$ cat config.mk
export PLATFORM = sky130hd
export DESIGN_NAME = cmp_ctrl
export DESIGN_NICKNAME = d
export VERILOG_FILES = /design/src/hw/cmp_ctrl.v
export VERILOG_INCLUDE_DIRS = /design/src /design/src/common
export SDC_FILE = /design/constraint.sdc
export NUM_CORES = 1
export LEC_CHECK = 0
export ABC_AREA = 1
export ABC_CLOCK_PERIOD_IN_PS = 1700
export BUFFER_PORTS_ARGS = -buffer_cell sky130_fd_sc_hd__buf_2
export CAP_MARGIN = 20
export CORE_UTILIZATION = 50
export CTS_BUF_LIST = sky130_fd_sc_hd__clkbuf_8 sky130_fd_sc_hd__clkbuf_16
export DETAILED_ROUTE_END_ITERATION = 8
export GPL_ROUTABILITY_DRIVEN = 0
export GPL_TIMING_DRIVEN = 0
export PLACE_DENSITY = 0.78
export SLEW_MARGIN = 10
export SYNTH_ARGS = -nofsm -noshare
export SYNTH_HDL_FRONTEND = slang
export SYNTH_SLANG_ARGS = --single-unit
$ cat constraint.sdc
create_clock -name pclk -period 1.7 [get_ports pclk]
set_clock_uncertainty 0.2 [all_clocks]
set_input_delay 0.085 -clock pclk [delete_from_list [all_inputs] [get_ports pclk]]
set_output_delay 0.085 -clock pclk [all_outputs]
set_load 0.01 [all_outputs]
$ cat src/common/cmp_ctrl_map.vh
// Register offsets, field positions, reset values and timing for the comparator control block
`ifndef CMP_CTRL_MAP_VH
`define CMP_CTRL_MAP_VH

// ----------------------------------------
// Register byte offsets
// ----------------------------------------
`define CMP1_CTRL_OFS 12'h000
`define CMP2_CTRL_OFS 12'h004
`define SHARED_CTRL_OFS 12'h008
`define FLAG_OFS 12'h00C
`define IRQ_EN_OFS 12'h010
`define PIN_CFG_OFS 12'h014

// ----------------------------------------
// Per-comparator control fields
// ----------------------------------------
`define CTL_ENABLE 7
`define CTL_RESULT 6
`define CTL_PIN_DRIVE 5
`define CTL_INVERT 4
`define CTL_SPEED 3
`define CTL_REF_SEL 2
`define CTL_CH_HI 1
`define CTL_CH_LO 0
`define CTL_RESET 8'h08

// ----------------------------------------
// Shared control fields
// ----------------------------------------
`define SH_MIRROR1 7
`define SH_MIRROR2 6
`define SH_VSRC1 5
`define SH_VSRC2 4
`define SH_RESET 8'h00

// ----------------------------------------
// Irq enable fields
// ----------------------------------------
`define IE_CMP1 0
`define IE_CMP2 1
`define IE_PERIPH 2
`define IE_GLOBAL 3

// ----------------------------------------
// Instruction cycle phases
// ----------------------------------------
`define PH_Q1 2'h0
`define PH_Q2 2'h1
`define PH_Q3 2'h2
`define PH_Q4 2'h3

`endif

$ cat src/hw/cmp_ctrl.v
// Two-comparator control, mismatch and interrupt-flag logic with an APB slave
//
// Decided for this implementation: the register offsets and the APB register port.
`timescale 1ns/100ps
`include "cmp_ctrl_map.vh"

module cmp_ctrl (
	input wire pclk,
	input wire presetn,
	input wire clk_en,
	input wire psel,
	input wire penable,
	input wire pwrite,
	input wire [11:0] paddr,
	input wire [31:0] pwdata,
	output reg [31:0] prdata,
	output reg pready,
	output reg pslverr,
	input wire [1:0] raw_compare,
	input wire [1:0] port_latch,
	output reg [1:0] cmp_pin_out,
	output reg [1:0] cmp_pin_oe,
	output reg [1:0] cmp_power_on,
	output reg [1:0] cmp_fast_mode,
	output reg [3:0] neg_input_select,
	output reg [1:0] pos_ref_select,
	output reg [1:0] vref_source_select,
	output reg [1:0] cmp_irq_flag,
	output reg irq_request,
	output reg wake_request
);

	// ----------------------------------------
	// Phase counter and strobes
	// ----------------------------------------
	reg [1:0] phase_q;
	wire q1 = (phase_q == `PH_Q1);
	wire q3 = (phase_q == `PH_Q3);

	always @(posedge pclk or negedge presetn) begin
		if (!presetn) begin
			phase_q <= 2'h0;
		end else if (clk_en) begin
			phase_q <= phase_q + 2'h1;
		end
	end

	// ----------------------------------------
	// Registers
	// ----------------------------------------
	reg [7:0] ctl1_q;
	reg [7:0] ctl2_q;
	reg [7:0] shared_q;
	reg [3:0] irq_en_q;
	reg [1:0] pin_dir_q;
	reg [1:0] sync_q;
	reg [1:0] first_q;
	reg [1:0] second_q;
	reg [1:0] mis_prev_q;

	// Result bit: disabled comparator shows its invert bit
	function result_of;
		input [7:0] ctl;
		input raw;
		begin
			if (!ctl[`CTL_ENABLE])
				result_of = ctl[`CTL_INVERT];
			else
				result_of = raw ^ ctl[`CTL_INVERT];
		end
	endfunction

	// Stored form of a control write: result bit is read-only
	function [7:0] ctl_store;
		input [7:0] wdata;
		begin
			ctl_store = {wdata[7], 1'b0, wdata[5:0]};
		end
	endfunction

	// Read view of a control register with the live result in bit 6
	function [31:0] ctl_view;
		input [7:0] ctl;
		input res;
		begin
			ctl_view = {24'h000000, ctl[7], res, ctl[5:0]};
		end
	endfunction

	// One field bit from both control registers, comparator 1 low
	function [1:0] pair_bit;
		input [7:0] hi;
		input [7:0] lo;
		input [31:0] pos;
		begin
			pair_bit = {hi[pos], lo[pos]};
		end
	endfunction

	// Address compare against one register offset
	function addr_is;
		input [11:0] a;
		input [11:0] ofs;
		begin
			addr_is = (a == ofs);
		end
	endfunction

	wire [1:0] live = {result_of(ctl2_q, raw_compare[1]), result_of(ctl1_q, raw_compare[0])};
	wire [1:0] mismatch = first_q ^ second_q;
	wire hit1 = addr_is(paddr, `CMP1_CTRL_OFS);
	wire hit2 = addr_is(paddr, `CMP2_CTRL_OFS);
	wire hit_sh = addr_is(paddr, `SHARED_CTRL_OFS);
	wire hit_flag = addr_is(paddr, `FLAG_OFS);
	wire hit_ie = addr_is(paddr, `IRQ_EN_OFS);
	wire hit_pin = addr_is(paddr, `PIN_CFG_OFS);
	wire mapped = hit1 | hit2 | hit_sh | hit_flag | hit_ie | hit_pin;

	// ----------------------------------------
	// APB access: control register accesses wait for Q3
	// ----------------------------------------
	// Slave answers in the Q3 cycle for control registers so the mismatch
	// reload comes first and the write lands one phase later.
	wire ctl_hit = hit1 | hit2;
	wire ready_now = psel & penable & ~pready & (~ctl_hit | q3);
	// Writes land only at the edge where pready is sampled high
	wire acc = psel & penable & pready;
	wire wr_acc = acc & pwrite;

	always @(posedge pclk or negedge presetn) begin
		if (!presetn) begin
			pready <= 1'b0;
		end else if (clk_en) begin
			pready <= ready_now;
		end
	end

	always @(posedge pclk or negedge presetn) begin
		if (!presetn) begin
			pslverr <= 1'b0;
		end else if (clk_en) begin
			// Unmapped addresses answer with an error; writes are dropped
			pslverr <= ready_now & ~mapped;
		end
	end

	always @(posedge pclk or negedge presetn) begin
		if (!presetn) begin
			prdata <= 32'h00000000;
		end else if (clk_en) begin
			if (ready_now & ~pwrite) begin
				case (paddr)
				`CMP1_CTRL_OFS: prdata <= ctl_view(ctl1_q, live[0]);
				`CMP2_CTRL_OFS: prdata <= ctl_view(ctl2_q, live[1]);
				`SHARED_CTRL_OFS: prdata <= {24'h000000, sync_q[0], sync_q[1], shared_q[5:0]};
				`FLAG_OFS: prdata <= {30'h00000000, cmp_irq_flag};
				`IRQ_EN_OFS: prdata <= {28'h0000000, irq_en_q};
				`PIN_CFG_OFS: prdata <= {30'h00000000, pin_dir_q};
				default: prdata <= 32'h00000000;
				endcase
			end else begin
				prdata <= 32'h00000000;
			end
		end
	end

	// ----------------------------------------
	// Control registers
	// ----------------------------------------
	always @(posedge pclk or negedge presetn) begin
		if (!presetn) begin
			ctl1_q <= `CTL_RESET;
		end else if (clk_en & wr_acc & hit1) begin
			ctl1_q <= ctl_store(pwdata[7:0]);
		end
	end

	always @(posedge pclk or negedge presetn) begin
		if (!presetn) begin
			ctl2_q <= `CTL_RESET;
		end else if (clk_en & wr_acc & hit2) begin
			ctl2_q <= ctl_store(pwdata[7:0]);
		end
	end

	always @(posedge pclk or negedge presetn) begin
		if (!presetn) begin
			shared_q <= `SH_RESET;
		end else if (clk_en & wr_acc & hit_sh) begin
			shared_q <= {2'h0, pwdata[5:0]};
		end
	end

	always @(posedge pclk or negedge presetn) begin
		if (!presetn) begin
			irq_en_q <= 4'h0;
		end else if (clk_en & wr_acc & hit_ie) begin
			irq_en_q <= pwdata[3:0];
		end
	end

	always @(posedge pclk or negedge presetn) begin
		if (!presetn) begin
			pin_dir_q <= 2'h3;
		end else if (clk_en & wr_acc & hit_pin) begin
			pin_dir_q <= pwdata[1:0];
		end
	end

	// ----------------------------------------
	// Mismatch latches
	// ----------------------------------------
	always @(posedge pclk or negedge presetn) begin
		if (!presetn) begin
			sync_q <= 2'h0;
			second_q <= 2'h0;
		end else if (clk_en) begin
			// Mirror copy reads never disturb the mismatch latches
			if (q1) begin
				sync_q <= live;
				second_q <= live;
			end
		end
	end

	always @(posedge pclk or negedge presetn) begin
		if (!presetn) begin
			first_q <= 2'h0;
		end else if (clk_en) begin
			// Each control register access reloads its own comparator's bit at Q3, before its write lands
			if (ready_now & hit1) begin
				first_q[0] <= live[0];
			end
			if (ready_now & hit2) begin
				first_q[1] <= live[1];
			end
		end
	end

	// ----------------------------------------
	// Interrupt flags: set on mismatch rising edge, set wins
	// ----------------------------------------
	wire flag_wr = wr_acc & hit_flag;
	wire [1:0] rise = mismatch & ~mis_prev_q;
	wire [1:0] flag_d = (flag_wr ? pwdata[1:0] : cmp_irq_flag) | rise;
	wire [1:0] ie_cmp = {irq_en_q[`IE_CMP2], irq_en_q[`IE_CMP1]};
	wire wake_d = |(flag_d & ie_cmp) & irq_en_q[`IE_PERIPH];

	always @(posedge pclk or negedge presetn) begin
		if (!presetn) begin
			mis_prev_q <= 2'h0;
		end else if (clk_en) begin
			// A change right as the first latch reloads can go unseen
			mis_prev_q <= mismatch;
		end
	end

	always @(posedge pclk or negedge presetn) begin
		if (!presetn) begin
			cmp_irq_flag <= 2'h0;
		end else if (clk_en) begin
			// A mismatch rise beats a same-cycle software clear
			cmp_irq_flag <= flag_d;
		end
	end

	always @(posedge pclk or negedge presetn) begin
		if (!presetn) begin
			wake_request <= 1'b0;
		end else if (clk_en) begin
			wake_request <= wake_d;
		end
	end

	always @(posedge pclk or negedge presetn) begin
		if (!presetn) begin
			irq_request <= 1'b0;
		end else if (clk_en) begin
			irq_request <= wake_d & irq_en_q[`IE_GLOBAL];
		end
	end

	// ----------------------------------------
	// Analog controls and pin drive
	// ----------------------------------------
	wire [1:0] drive = pair_bit(ctl2_q, ctl1_q, `CTL_PIN_DRIVE);
	wire [1:0] ena = pair_bit(ctl2_q, ctl1_q, `CTL_ENABLE);

	always @(posedge pclk or negedge presetn) begin
		if (!presetn) begin
			cmp_pin_out <= 2'h0;
		end else if (clk_en) begin
			// Pin path uses the live result; only the internal copy is latched
			cmp_pin_out <= drive & live | ~drive & port_latch;
		end
	end

	always @(posedge pclk or negedge presetn) begin
		if (!presetn) begin
			cmp_pin_oe <= 2'h0;
		end else if (clk_en) begin
			// Direction bit set means input: the pin stays released
			cmp_pin_oe <= drive & ~pin_dir_q & ena;
		end
	end

	always @(posedge pclk or negedge presetn) begin
		if (!presetn) begin
			cmp_power_on <= 2'h0;
		end else if (clk_en) begin
			// Cleared enable parks the comparator at its lowest current
			cmp_power_on <= ena;
		end
	end

	always @(posedge pclk or negedge presetn) begin
		if (!presetn) begin
			cmp_fast_mode <= 2'h3;
		end else if (clk_en) begin
			// Speed bit resets high: fast mode
			cmp_fast_mode <= pair_bit(ctl2_q, ctl1_q, `CTL_SPEED);
		end
	end

	always @(posedge pclk or negedge presetn) begin
		if (!presetn) begin
			neg_input_select <= 4'h0;
		end else if (clk_en) begin
			neg_input_select <= {ctl2_q[1:0], ctl1_q[1:0]};
		end
	end

	always @(posedge pclk or negedge presetn) begin
		if (!presetn) begin
			pos_ref_select <= 2'h0;
		end else if (clk_en) begin
			pos_ref_select <= pair_bit(ctl2_q, ctl1_q, `CTL_REF_SEL);
		end
	end

	always @(posedge pclk or negedge presetn) begin
		if (!presetn) begin
			vref_source_select <= 2'h0;
		end else if (clk_en) begin
			vref_source_select <= {shared_q[`SH_VSRC2], shared_q[`SH_VSRC1]};
		end
	end

endmodule

# --- Yosys cells after proc, flatten, opt, wreduce, memory -nomap -nowiden ---
# Index checks and enable logic that the tools add are counted.
word_totals:
  register_bits: 88
  out_inout_bits: 54
  elab_cells: 83
classes:
  addsub: 1
  n_eq_ne: 6
  mux: 5
  bitwise_logic: 42
  n_reduce_logical: 6
ops:
  columns: ["operator", "n"]
  rows:
  - ["$pmux W8 S6", 1]
  - ["$mux W32", 1]
  - ["$eq A12 B4 Y1 const B", 2]
  - ["$eq A12 B5 Y1 const B", 2]
  - ["$and A1 B1 Y1", 18]
  - ["$and A2 B2 Y2", 6]
  - ["$eq A12 B3 Y1 const B", 1]
  - ["$logic_not A12 Y1", 1]
  - ["$not A2 Y2", 3]
  - ["$or A1 B1 Y1", 6]
  - ["$reduce_and A2 Y1", 3]
  - ["$not A1 Y1", 4]
  - ["$or A2 B2 Y2", 2]
  - ["$add A2 B1 Y2 const B", 1]
  - ["$eq A2 B2 Y1 const B", 1]
  - ["$logic_not A2 Y1", 1]
  - ["$mux W1", 2]
  - ["$mux W2", 1]
  - ["$reduce_or A2 Y1", 1]
  - ["$xor A1 B1 Y1", 2]
  - ["$xor A2 B2 Y2", 1]

# --- Logic depth before layout (Yosys ltp) ---
# Gate-level depths: netlist of the first run.
logic_depth:
  depth_word: 10
  ltp_mapped: 12
  ltp_nobuf: 12

# --- Worst setup path before layout of the first run ---
# No wires, ideal clock.
synth_path:
  path_kind: "register to register"
  start: "register pready"
  end: "register ctl1_q[4]"
  setup_ns: 0.121
  arrival_time_ns: 1.208
  required_time_ns: 1.379
  setup_slack_ns: 0.171
  path_stages_with_launch: 7
  n_path_buf: 1
  cell_sequence: "dfrtp_1 nand2_1 nor3_4 nand3_1 buf_2 nand2_1 o21ai_1"
synth_between:
  elab_chain_len: 4
synth_rtl:
  columns: ["item", "line_no", "text"]
  rows:
  - ["start: declaration", "cmp_ctrl.v:17", "output reg pready,"]
  - ["start signal: assignment", "cmp_ctrl.v:134", "pready <= ready_now;"]
  - ["$and A1 B1 Y1", "cmp_ctrl.v:127", "wire acc = psel & penable & pready;"]
  - ["$and A1 B1 Y1", "cmp_ctrl.v:128", "wire wr_acc = acc & pwrite;"]
  - ["$and A1 B1 Y1 (2 in a row)", "cmp_ctrl.v:173", "end else if (clk_en & wr_acc & hit1) begin"]
  - ["end signal: assignment", "cmp_ctrl.v:172", "ctl1_q <= `CTL_RESET;"]
  - ["end signal: assignment", "cmp_ctrl.v:174", "ctl1_q <= ctl_store(pwdata[7:0]);"]
  - ["end: declaration", "cmp_ctrl.v:51", "reg [7:0] ctl1_q;"]
# No other way between the ends.
# A chain may end at the register's enable or synchronous reset.

# --- Final worst setup path of the first run ---
layout_path:
  start: "register ctl2_q[5]"
  end: "register cmp_pin_out[1]"
layout_between:
  elab_chain_len: 3
  elab_cells_between_ends: 4
  classes_between: "4 x bitwise"
layout_rtl:
  columns: ["item", "line_no", "text"]
  rows:
  - ["start: declaration", "cmp_ctrl.v:52", "reg [7:0] ctl2_q;"]
  - ["start signal: assignment", "cmp_ctrl.v:180", "ctl2_q <= `CTL_RESET;"]
  - ["start signal: assignment", "cmp_ctrl.v:182", "ctl2_q <= ctl_store(pwdata[7:0]);"]
  - ["$not A2 Y2", "cmp_ctrl.v:294", "cmp_pin_out <= drive & live | ~drive & port_latch;"]
  - ["$and A2 B2 Y2", "cmp_ctrl.v:294", null]
  - ["$or A2 B2 Y2 (*)", "cmp_ctrl.v:294", null]
  - ["end signal: assignment", "cmp_ctrl.v:294", null]
  - ["end: declaration", "cmp_ctrl.v:21", "output reg [1:0] cmp_pin_out,"]
# Mark *: on every way between the ends. The rest lies on a longest branch, timed or not.

==> impl_metrics.py, run 1 <==
metrics = {
    "sta": {
        "grt_setup_unrepaired": "yes",
        "min_period_ns": 1.669,
        "fmax_mhz": 599.3,
        "fin_crit_sh_pct": 98.15,
        "hold_violations": 0,
        "fin_tns_setup_ns": 0,
        "worst_slack_ns": 0.03149,
        "slew_headroom_pct": 47.69,
        "finalSetupViolations": 0,
        "worstMarginPinSlew_ns": 0.7847,
        "slew_violations": 0,
    },
    "detailed_routing": {
        "drcViolationCount": 0,
        "drtIter0Drc": 241,
        "vias": 2945,
        "viasPerCell": 5.026,
        "antenna_left": 0,
        "wirelength_mm": 7.877,
        "drtPass1Iterations": 5,
        "wl_per_cell_um": 13.44,
    },
    "pwr": {
        "seqPwrFrac_pct": 50.4,
        "cellPowerDensity_mw_per_mm2": 771.7,
        "power_frac_clock_pct": 37.8,
        "combPwrFrac_pct": 11.8,
        "vdd_drop_max_mv": 0.5162,
        "p_total_mw": 3.169,
        "p_leak_nw": 2.276,
        "switching_share_pct": 25.79,
        "p_switching_mw": 0.8172,
        "internal_power_mw": 2.352,
    },
    "grt": {
        "grt_start_max_net_pins": 65,
        "overflow": 0,
        "antenna_found_initial": 0,
        "grt_use_total_pct": 25.54,
        "grt_pass1_wl_mm": 12.55,
        "grt_pass1_vias": 2684,
    },
    "synth": {
        "syn_area_mm2": 0.003204,
        "yosysUniqueCellTypes": 30,
        "syn_inst": 394,
        "seq_area_frac_synth_pct": 50.21,
        "async_reset_ff_share_pct": 100.0,
        "synth_area_leaders": "dfrtp_1, nand2_1, nand3_1, buf_4, dfstp_2",
        "synthTopCellsByCount": "nand2_1, dfrtp_1, nand3_1",
        "ys_warn_count": 0,
        "synth_top_area_share_pct": 45.29,
        "postSynthAreaPerCell_um2": 8.133,
        "yosysMostFrequentCell": "nand2_1",
        "synth_seq_cells": 64,
        "yosys_most_used_dff": "dfrtp_1",
        "synth_edf_count": 0,
        "synth_top_area_cell": "dfrtp_1",
    },
    "floorplanning": {
        "rows": 28,
        "floorplan.initialDensity_pct": 52.87,
        "die_h_um": 82.06,
        "die_w_um": 82.06,
        "die-area_mm2": 0.006733,
        "core_mm2": 0.006061,
        "pin_count": 108,
    },
    "cts": {
        "cts.path.max_buffers": 2,
        "numCtsBuffers": 9,
        "cts_sinks": 64,
        "worstSkewPairLatency_ns": 0.35,
        "clk_pin_slew_worst_paths_ns": 0.07,
        "cts_tree": "yes",
        "root_buffer": "clkbuf_8",
        "htree_num_levels": 3,
    },
    "placement": {
        "io_buffers": 57,
        "place_hpwl_mm": 5.528,
        "post-place-ws_ns": -0.04961,
    },
    "final_layout": {
        "register_area_mm2": 0.001609,
        "drive_above_1_share_pct": 27.01,
        "diodes": 0,
        "multi_input_area_mm2": 0.001376,
        "syn_to_final_growth_pct": 28.15,
        "nNetsFinal": 562,
        "n_fill_cell": 503,
    },
    "worst_setup_path": {
        "r2r_slack_ns": 0.03,
        "r2r-end": "cmp_pin_out[1]",
        "crit_fanout": 4,
        "cp-startpoint": "ctl2_q[5]",
        "critical_path_class": "reg2reg",
        "cp-end-kind": "flop",
        "required_ns": 1.73,
        "arrival_ns": 1.70,
        "reg2reg_depth": 4,
        "r2r_start": "ctl2_q[5]",
        "crit_path_start_kind": "flop",
        "crit_path_end": "cmp_pin_out[1]",
    },
    "status": {
        "outcome": "finished clean",
    },
    "flow_run": {
        "maxCapViolCount": 0,
    },
    "hold_path": {
        "min_from": "paddr[3]",
        "whs_path_depth": 4,
        "hold_class": "in2reg",
    },
}
-- layer usage --
layer | routed length [µm] | GRT usage, % | vias to the layer above | share of wire [%]
met1 | 3385 | 34.03 | 1348 | 43
met2 | 3629 | 39.50 | 130 | 46
met5 | 0 | 0 | - | 0
met3 | 597 | 4.222 | 19 | 7.6
li1 | - | - | 1448 | -
met4 | 265 | 14.21 | 0 | 3.4
-- placed cells by master (no fill, tap or decap), drive strengths merged --
| master | synthesis | layout |
|---|---|---|
| nand3 | 41 | 41 |
| dfstp | 6 | 6 |
| xor2 | 3 | 3 |
| o21ai | 36 | 36 |
| nor3 | 5 | 5 |
| buf | 33 | 95 |
| nand4 | 5 | 5 |
| conb | 1 | 24 |
| a21oi | 3 | 3 |
| clkbuf | 2 | 14 |
| nand2 | 147 | 147 |
| clkinv | 0 | 3 |
| nor2 | 16 | 16 |
| dfrtp | 58 | 58 |
| a21o | 2 | 2 |
| o31ai | 4 | 4 |
| ha | 2 | 2 |
| dlygate4sd3 | 0 | 16 |
| or2 | 1 | 1 |
| inv | 27 | 28 |
| o211ai | 2 | 2 |
-- power groups by stage --
| stage | sequential, mW | clock (mW) | combinational (mW) |
|---|---|---|---|
| floorplan | 1.62 | 0 | 0.205 |
| global placement | 1.62 | 0 | 0.325 |
| detailed placement | 1.62 | 0 | 0.342 |
| CTS | 1.60 | 1.21 | 0.372 |
| global route | 1.60 | 1.27 | 0.433 |
| finish | 1.60 | 1.20 | 0.375 |
-- cell type report --
class                           count  share of cell area [%]
Buffer                             35                   6.246
Clock buffer                       12                   4.022
Clock inverter                      4                  0.4570
Inverter                           27                   2.468
Multi-Input combinational cell    291                   33.52
Sequential cell                    64                   39.18
Tap cell                           75                   2.285
Timing Repair Buffer               78                   11.82
-- registers in the layout, indices dropped and copies added (netlist names), 4 cells and up --
| signal | cells |
|---|---|
| prdata | 8 |
| shared_q | 6 |
| ctl2_q | 7 |
| neg_input_select | 4 |
| ctl1_q | 7 |
| irq_en_q | 4 |
-- worst max-delay path, stage by stage (launching register included) --
cell,delay [ns]
dfrtp_1,0.40
inv_1,0.11
a21oi_1,0.17
dlygate4sd3_1,0.60
a21oi_1,0.07
-- worst min path at each step --
stage / slack, ns / to
2_1_floorplan: -0.41 / cmp_irq_flag[0]
3_3_place_gp: 0.16 / ctl1_q[7]
3_5_place_dp: 0.03 / vref_source_select[0]
4_1_cts: 0.02 / first_q[1]
5_1_grt: 0.06 / first_q[1]
6_report: 0.04 / first_q[1]
-- what timing repair did --
item	4_1_cts	5_1_grt
resized for setup	1	20
pin swaps	0	4
hold buffers	16	0
buffers inserted	0	4
gates cloned	0	1
endpoints found under the hold margin	107	0
setup endpoints to repair	3	20
-- metrics by stage --
stage | hold WS, ns | std cells | utilization (%) | instance area, µm²
floorplan | -0.4106 | 417 | - | 3291
global placement | 0.1604 | 549 | 60.55 | 3670
detailed placement | 0.02665 | 549 | 60.59 | 3672
CTS | 0.02046 | 581 | 66.35 | 4021
global route | 0.05633 | 586 | 67.75 | 4106
finish | 0.03725 | 586 | 67.75 | 4106
-- cell families (layout without fill, tap and decap cells) --
kind of cell / after synthesis / in the layout / share of synthesized area [%]
simple gates: 215 / 215 / 29.52
flops: 64 / 64 / 50.21
buf+inv: 62 / 156 / 10.58
compound gates: 47 / 47 / 7.965
xor+xnor: 3 / 3 / 0.8201
fa+ha+maj: 2 / 2 / 0.7808
other cells: 1 / 24 / 0.1170
No activity file was read; power rests on OpenSTA's default activity.
==> run 2: changes to the inputs <==
CORE_MARGIN = 2   (was not set)
==> run 2 against run 1 <==
Cell area increased by 0.67%. Setup slack gained 0.061 ns. Combinational power barely moved. Count of clock-buffer cells in the layout is 1 lower. Sequential power about the same. Sequential share of layout area down 0.26 points. Critical path depth rose by 3. Sequential cell count stayed put. Fmax is 3.8% higher. First-iteration DRC count up 20%.
==> impl_metrics.py, run 2 (synthesis gave the netlist of run 1 again) <==
metrics = {
    "cts": {
        "clk_pin_slew_worst_paths_ns": 0.07,
        "cts.path.max_buffers": 2,
        "htree_num_levels": 3,
        "numCtsBuffers": 9,
        "cts_tree": "yes",
        "worstSkewPairLatency_ns": 0.34,
        "cts_sinks": 64,
        "root_buffer": "clkbuf_8",
    },
    "floorplanning": {
        "core_mm2": 0.006277,
        "die-area_mm2": 0.007065,
        "rows": 29,
        "die_w_um": 84.06,
        "die_h_um": 84.06,
        "floorplan.initialDensity_pct": 51.05,
        "pin_count": 108,
    },
    "sta": {
        "slew_violations": 0,
        "fin_crit_sh_pct": 94.59,
        "min_period_ns": 1.608,
        "hold_slack_ns": 0.03460,
        "finalSetupViolations": 0,
        "fmax_mhz": 621.9,
        "slew_headroom_pct": 47.70,
        "worst_slack_ns": 0.09200,
        "worstMarginPinSlew_ns": 0.7846,
        "hold_violations": 0,
        "fin_tns_setup_ns": 0,
    },
    "final_layout": {
        "nNetsFinal": 565,
        "multi_input_area_mm2": 0.001375,
        "diodes": 0,
        "layout_commonest_cell": "nand2_1",
        "final_cell_mix": "nand2_1, dfrtp_1, buf_2, nand3_1, buf_4",
        "design_area_mm2": 0.004134,
        "syn_to_final_growth_pct": 29.01,
        "regMostFlops": "prdata",
        "reg_top3": "prdata: 8 flops, ctl1_q: 7 flops, ctl2_q: 7 flops",
        "n_fill_cell": 530,
        "largest_reg_flops": 8,
        "register_area_mm2": 0.001609,
        "drive_above_1_share_pct": 26.07,
    },
    "detailed_routing": {
        "drcViolationCount": 0,
        "viasPerCell": 4.954,
        "drtIter0Drc": 288,
        "wl_per_cell_um": 13.17,
        "drtPass1Iterations": 4,
        "vias": 2928,
        "wirelength_mm": 7.786,
        "antenna_left": 0,
    },
    "worst_setup_path": {
        "cp-end-kind": "flop",
        "arrival_ns": 1.64,
        "crit_fanout": 10,
        "path_buf_inv": 2,
        "crit_family": "simple AND/OR/NAND/NOR gates",
        "required_ns": 1.73,
        "critical_path_class": "reg2reg",
        "critPathSlowestCell": "dfrtp_1",
        "crit_chain": "nand2_2 -> nor3_4 -> buf_12 -> nand3_2 -> buf_4 -> nand2_1 -> o21ai_1",
        "crit_path_start_kind": "flop",
        "critical-path-max-stage-delay_ns": 0.40,
    },
    "placement": {
        "place_hpwl_mm": 5.566,
        "io_buffers": 57,
        "post-place-ws_ns": -0.05439,
        "place_area_mm2": 0.003675,
    },
    "hold_path": {
        "hold_class": "in2reg",
    },
    "grt": {
        "grt_start_max_net_pins": 65,
        "overflow": 0,
        "antenna_found_initial": 0,
        "grt_pass1_wl_mm": 13.14,
        "grt_pass1_vias": 2763,
        "grt_use_total_pct": 23.83,
    },
    "flow_run": {
        "maxCapViolCount": 0,
    },
    "pwr": {
        "p_leak_nw": 2.279,
        "vdd_drop_max_mv": 0.6654,
        "cellPowerDensity_mw_per_mm2": 757.3,
    },
    "status": {
        "outcome": "finished clean",
    },
}
run 2: cell types whose count changed in the layout (fill, tap and decap cells not counted), sizes merged:
cell,change
clkinvlp,+1
clkinv,-1
clkbuf,-1
dlygate4sd3,+1
buf,+2
inv,+1
run 2: repair_timing:
item	4_1_cts	5_1_grt
pin swaps	0	3
cloned	0	1
endpoints found under the hold margin	107	0
hold buffers	17	0
resized for setup	2	13
setup buffers	0	6
endpoints found under the setup margin	7	23
run 2: per-layer routing:
metal | track usage [%] | wire (µm)
met5 | 0 | 0
met4 | 11.00 | 126
met2 | 36.87 | 3777
met1 | 31.71 | 3398
met3 | 5.737 | 484
run 2: layout make-up:
class,count,share of cell area (%)
Sequential cell,64,38.92
Multi-Input combinational cell,291,33.26
Timing Repair Buffer,81,12.65
Buffer,35,6.114
Clock buffer,11,3.662
Inverter,27,2.452
Tap cell,77,2.331
Clock inverter,5,0.6053
run 2: path summary, 6_finish.rpt:
kind                                    endpoint             start  cells after the start  slack, ns
min in group asynchronous            irq_en_q[2]           presetn                      2       0.16
worst max register to register       shared_q[3]            pready                      7       0.09
worst min-delay path                   ctl1_q[1]          paddr[2]                      5       0.03
worst min register to register  cmp_fast_mode[1]  cmp_fast_mode[1]                      2       0.27
max in group asynchronous              prdata[6]           presetn                      2       0.63
worst max-delay path                 shared_q[3]            pready                      7       0.09
run 2: per-stage QoR:
step,util [%],std cells,power (mW)
after CTS,64.18,584,3.154
final,65.86,591,3.131
after floorplan,-,417,1.828
after global placement,58.50,551,1.944
after detailed placement,58.54,551,1.960
after global routing,65.86,591,3.280
run 2: power breakdown:
part	switching [mW]	leakage, nW	internal (mW)	total (mW)
registers	0.0311	0.861	1.56	1.60
clock network	0.569	0.0977	0.593	1.16
logic	0.221	1.32	0.153	0.374
total	0.821	2.28	2.31	3.13
run 2: worst register-to-register path: cells and delay by family, from the launching register on:
kind,cells,cell delay (ns)
simple gates,4,0.49
flops,1,0.40
buf+inv,2,0.34
compound gates,1,0.06
==> run 3: changes to the inputs <==
--- a/constraint.sdc
+++ b/constraint.sdc
@@ -3,3 +3,3 @@
 set_input_delay 0.085 -clock pclk [delete_from_list [all_inputs] [get_ports pclk]]
 set_output_delay 0.085 -clock pclk [all_outputs]
-set_load 0.01 [all_outputs]
+set_load 0.05 [all_outputs]
==> run 3 against run 2 <==
Wire length grew 1.3%. Power rose by 9.5%. Highest routed layer unchanged. First-iteration DRC count down 31%. Fmax shrank 3.8%. Register-to-register slack got worse by 0.04 ns. Critical path depth increased by 1. Sequential power about the same. Clock power grew 13%. Sequential share of layout area about the same. Setup slack got worse by 0.063 ns. Hold slack improved by 0.0071 ns. Critical endpoint is now ctl1_q[4]. Non-clock buffer count unchanged.
==> impl_metrics.py, run 3 (synthesis gave the netlist of run 1 again) <==
metrics = {
    "cts": {
        "clk_pin_slew_worst_paths_ns": 0.07,
        "cts_tree": "yes",
        "worstSkewPairLatency_ns": 0.35,
        "cts.path.max_buffers": 2,
        "cts_sinks": 64,
        "numCtsBuffers": 9,
        "htree_num_levels": 3,
        "root_buffer": "clkbuf_8",
    },
    "floorplanning": {
        "floorplan.initialDensity_pct": 51.05,
        "die-area_mm2": 0.007065,
        "die_h_um": 84.06,
        "die_w_um": 84.06,
        "pin_count": 108,
        "core_mm2": 0.006277,
        "rows": 29,
    },
    "worst_setup_path": {
        "crit_fanout": 10,
        "r2r_start": "pready",
        "reg2reg_depth": 6,
        "required_ns": 1.74,
        "crit_chain": "dlygate4sd3_1 -> buf_2 -> nand2_2 -> nor3_4 -> nand3_2 -> buf_6 -> nand2_1 -> o21ai_1",
        "crit_path_start_kind": "primary input",
        "arrival_ns": 1.71,
        "cp.depth": 8,
        "cp-end-kind": "flop",
        "r2r-end": "ctl1_q[4]",
        "critPathSlowestCell": "dlygate4sd3_1",
        "crit_family": "buffers and inverters",
        "critical_path_class": "in2reg",
        "r2r_slack_ns": 0.05,
        "path_buf_inv": 3,
        "critical-path-max-stage-delay_ns": 0.53,
    },
    "placement": {
        "dp_cells": 551,
        "io_buffers": 57,
        "place_area_mm2": 0.003676,
        "place_hpwl_mm": 5.637,
        "post-place-ws_ns": -0.04839,
    },
    "detailed_routing": {
        "vias": 2992,
        "antenna_left": 0,
        "drtIter0Drc": 199,
        "wirelength_mm": 7.885,
        "drcViolationCount": 0,
        "viasPerCell": 5.063,
        "drtPass1Iterations": 5,
        "wl_per_cell_um": 13.34,
    },
    "hold_path": {
        "min_to": "cmp_pin_out[0]",
        "hold_class": "in2reg",
        "min_from": "clk_en",
        "whs_path_depth": 5,
    },
    "sta": {
        "worst_slack_ns": 0.02901,
        "hold_violations": 0,
        "slew_headroom_pct": 46.26,
        "fmax_mhz": 598.4,
        "grt_setup_unrepaired": "yes",
        "slew_violations": 0,
        "finalSetupViolations": 0,
        "fin_crit_sh_pct": 98.29,
        "worstMarginPinSlew_ns": 0.8061,
        "min_period_ns": 1.671,
    },
    "pwr": {
        "cellPowerDensity_mw_per_mm2": 828.2,
        "p_leak_nw": 2.275,
        "p_total_mw": 3.427,
        "vdd_drop_max_mv": 0.5317,
    },
    "final_layout": {
        "diodes": 0,
        "multi_input_area_mm2": 0.001373,
        "syn_to_final_growth_pct": 29.13,
        "n_fill_cell": 520,
        "nNetsFinal": 565,
        "largest_reg_flops": 8,
        "drive_above_1_share_pct": 26.85,
        "regMostFlops": "prdata",
        "layout_commonest_cell": "nand2_1",
        "fin_cells": 591,
        "reg_top3": "prdata: 8 flops, ctl1_q: 7 flops, ctl2_q: 7 flops",
        "register_area_mm2": 0.001610,
        "design_area_mm2": 0.004138,
        "final_cell_mix": "nand2_1, buf_2, dfrtp_1, nand3_1, buf_4",
    },
    "grt": {
        "antenna_found_initial": 0,
        "grt_use_total_pct": 23.79,
        "grt_start_max_net_pins": 65,
        "grt_pass1_vias": 2825,
        "grt_pass1_wl_mm": 13.17,
        "overflow": 0,
    },
    "flow_run": {
        "maxCapViolCount": 0,
    },
    "status": {
        "outcome": "finished clean",
    },
}
==> run 3: final cells by class <==
class / instances / share of cell area (%)
Tap cell: 77 / 2.328
Buffer: 35 / 6.018
Multi-Input combinational cell: 291 / 33.17
Clock buffer: 10 / 3.326
Inverter: 27 / 2.449
Timing Repair Buffer: 81 / 12.34
Clock inverter: 6 / 1.451
Sequential cell: 64 / 38.92
==> run 3: through the flow <==
step / utilization, % / hold slack, ns / TNS, ns
floorplan: - / -0.4106 / 0
global placement: 58.52 / 0.1269 / 0
detailed placement: 58.56 / 0.02154 / -0.2109
CTS: 64.50 / 0.02890 / 0
global route: 65.92 / 0.06250 / -0.01576
finish: 65.92 / 0.04174 / 0
==> run 3: worst max path at each step <==
stage,end,slack [ns],start
5_1_grt,irq_request,-0.01,second_q[0]
2_1_floorplan,ctl1_q[4],0.03,pready
3_3_place_gp,ctl1_q[5],0.01,pready
4_1_cts,ctl1_q[5],0.02,pready
6_report,ctl1_q[4],0.03,pwrite
3_5_place_dp,ctl1_q[5],-0.05,pready
==> run 3: tightest hold or removal path, cell delays in order <==
cell and delay, ns:
buf_4 0.12, inv_2 0.10, a21oi_1 0.11, o21ai_0 0.08, nand2_1 0.06
==> run 3: what timing repair did <==
item,in CTS,in global routing
resized for setup,1,13
setup endpoints to repair,7,25
hold buffers,17,0
hold endpoints to repair,107,0
buffers inserted,0,7
pin swaps,0,4
==> run 3: per-layer routing <==
layer | GRT usage [%] | part of all wire, % | vias to the layer above | wire length [µm]
met5 | 0 | 0 | - | 0
met4 | 11.73 | 2.1 | 0 | 167
met3 | 5.242 | 5.9 | 13 | 462
met2 | 38.53 | 50 | 112 | 3909
met1 | 30.12 | 42 | 1414 | 3345
li1 | - | - | 1453 | -
==> run 3: power breakdown <==
part           switching [mW]  total [mW]  internal [mW]
Sequential             0.0334        1.60           1.56
Clock                   0.605        1.31          0.708
Combinational           0.362       0.516          0.154
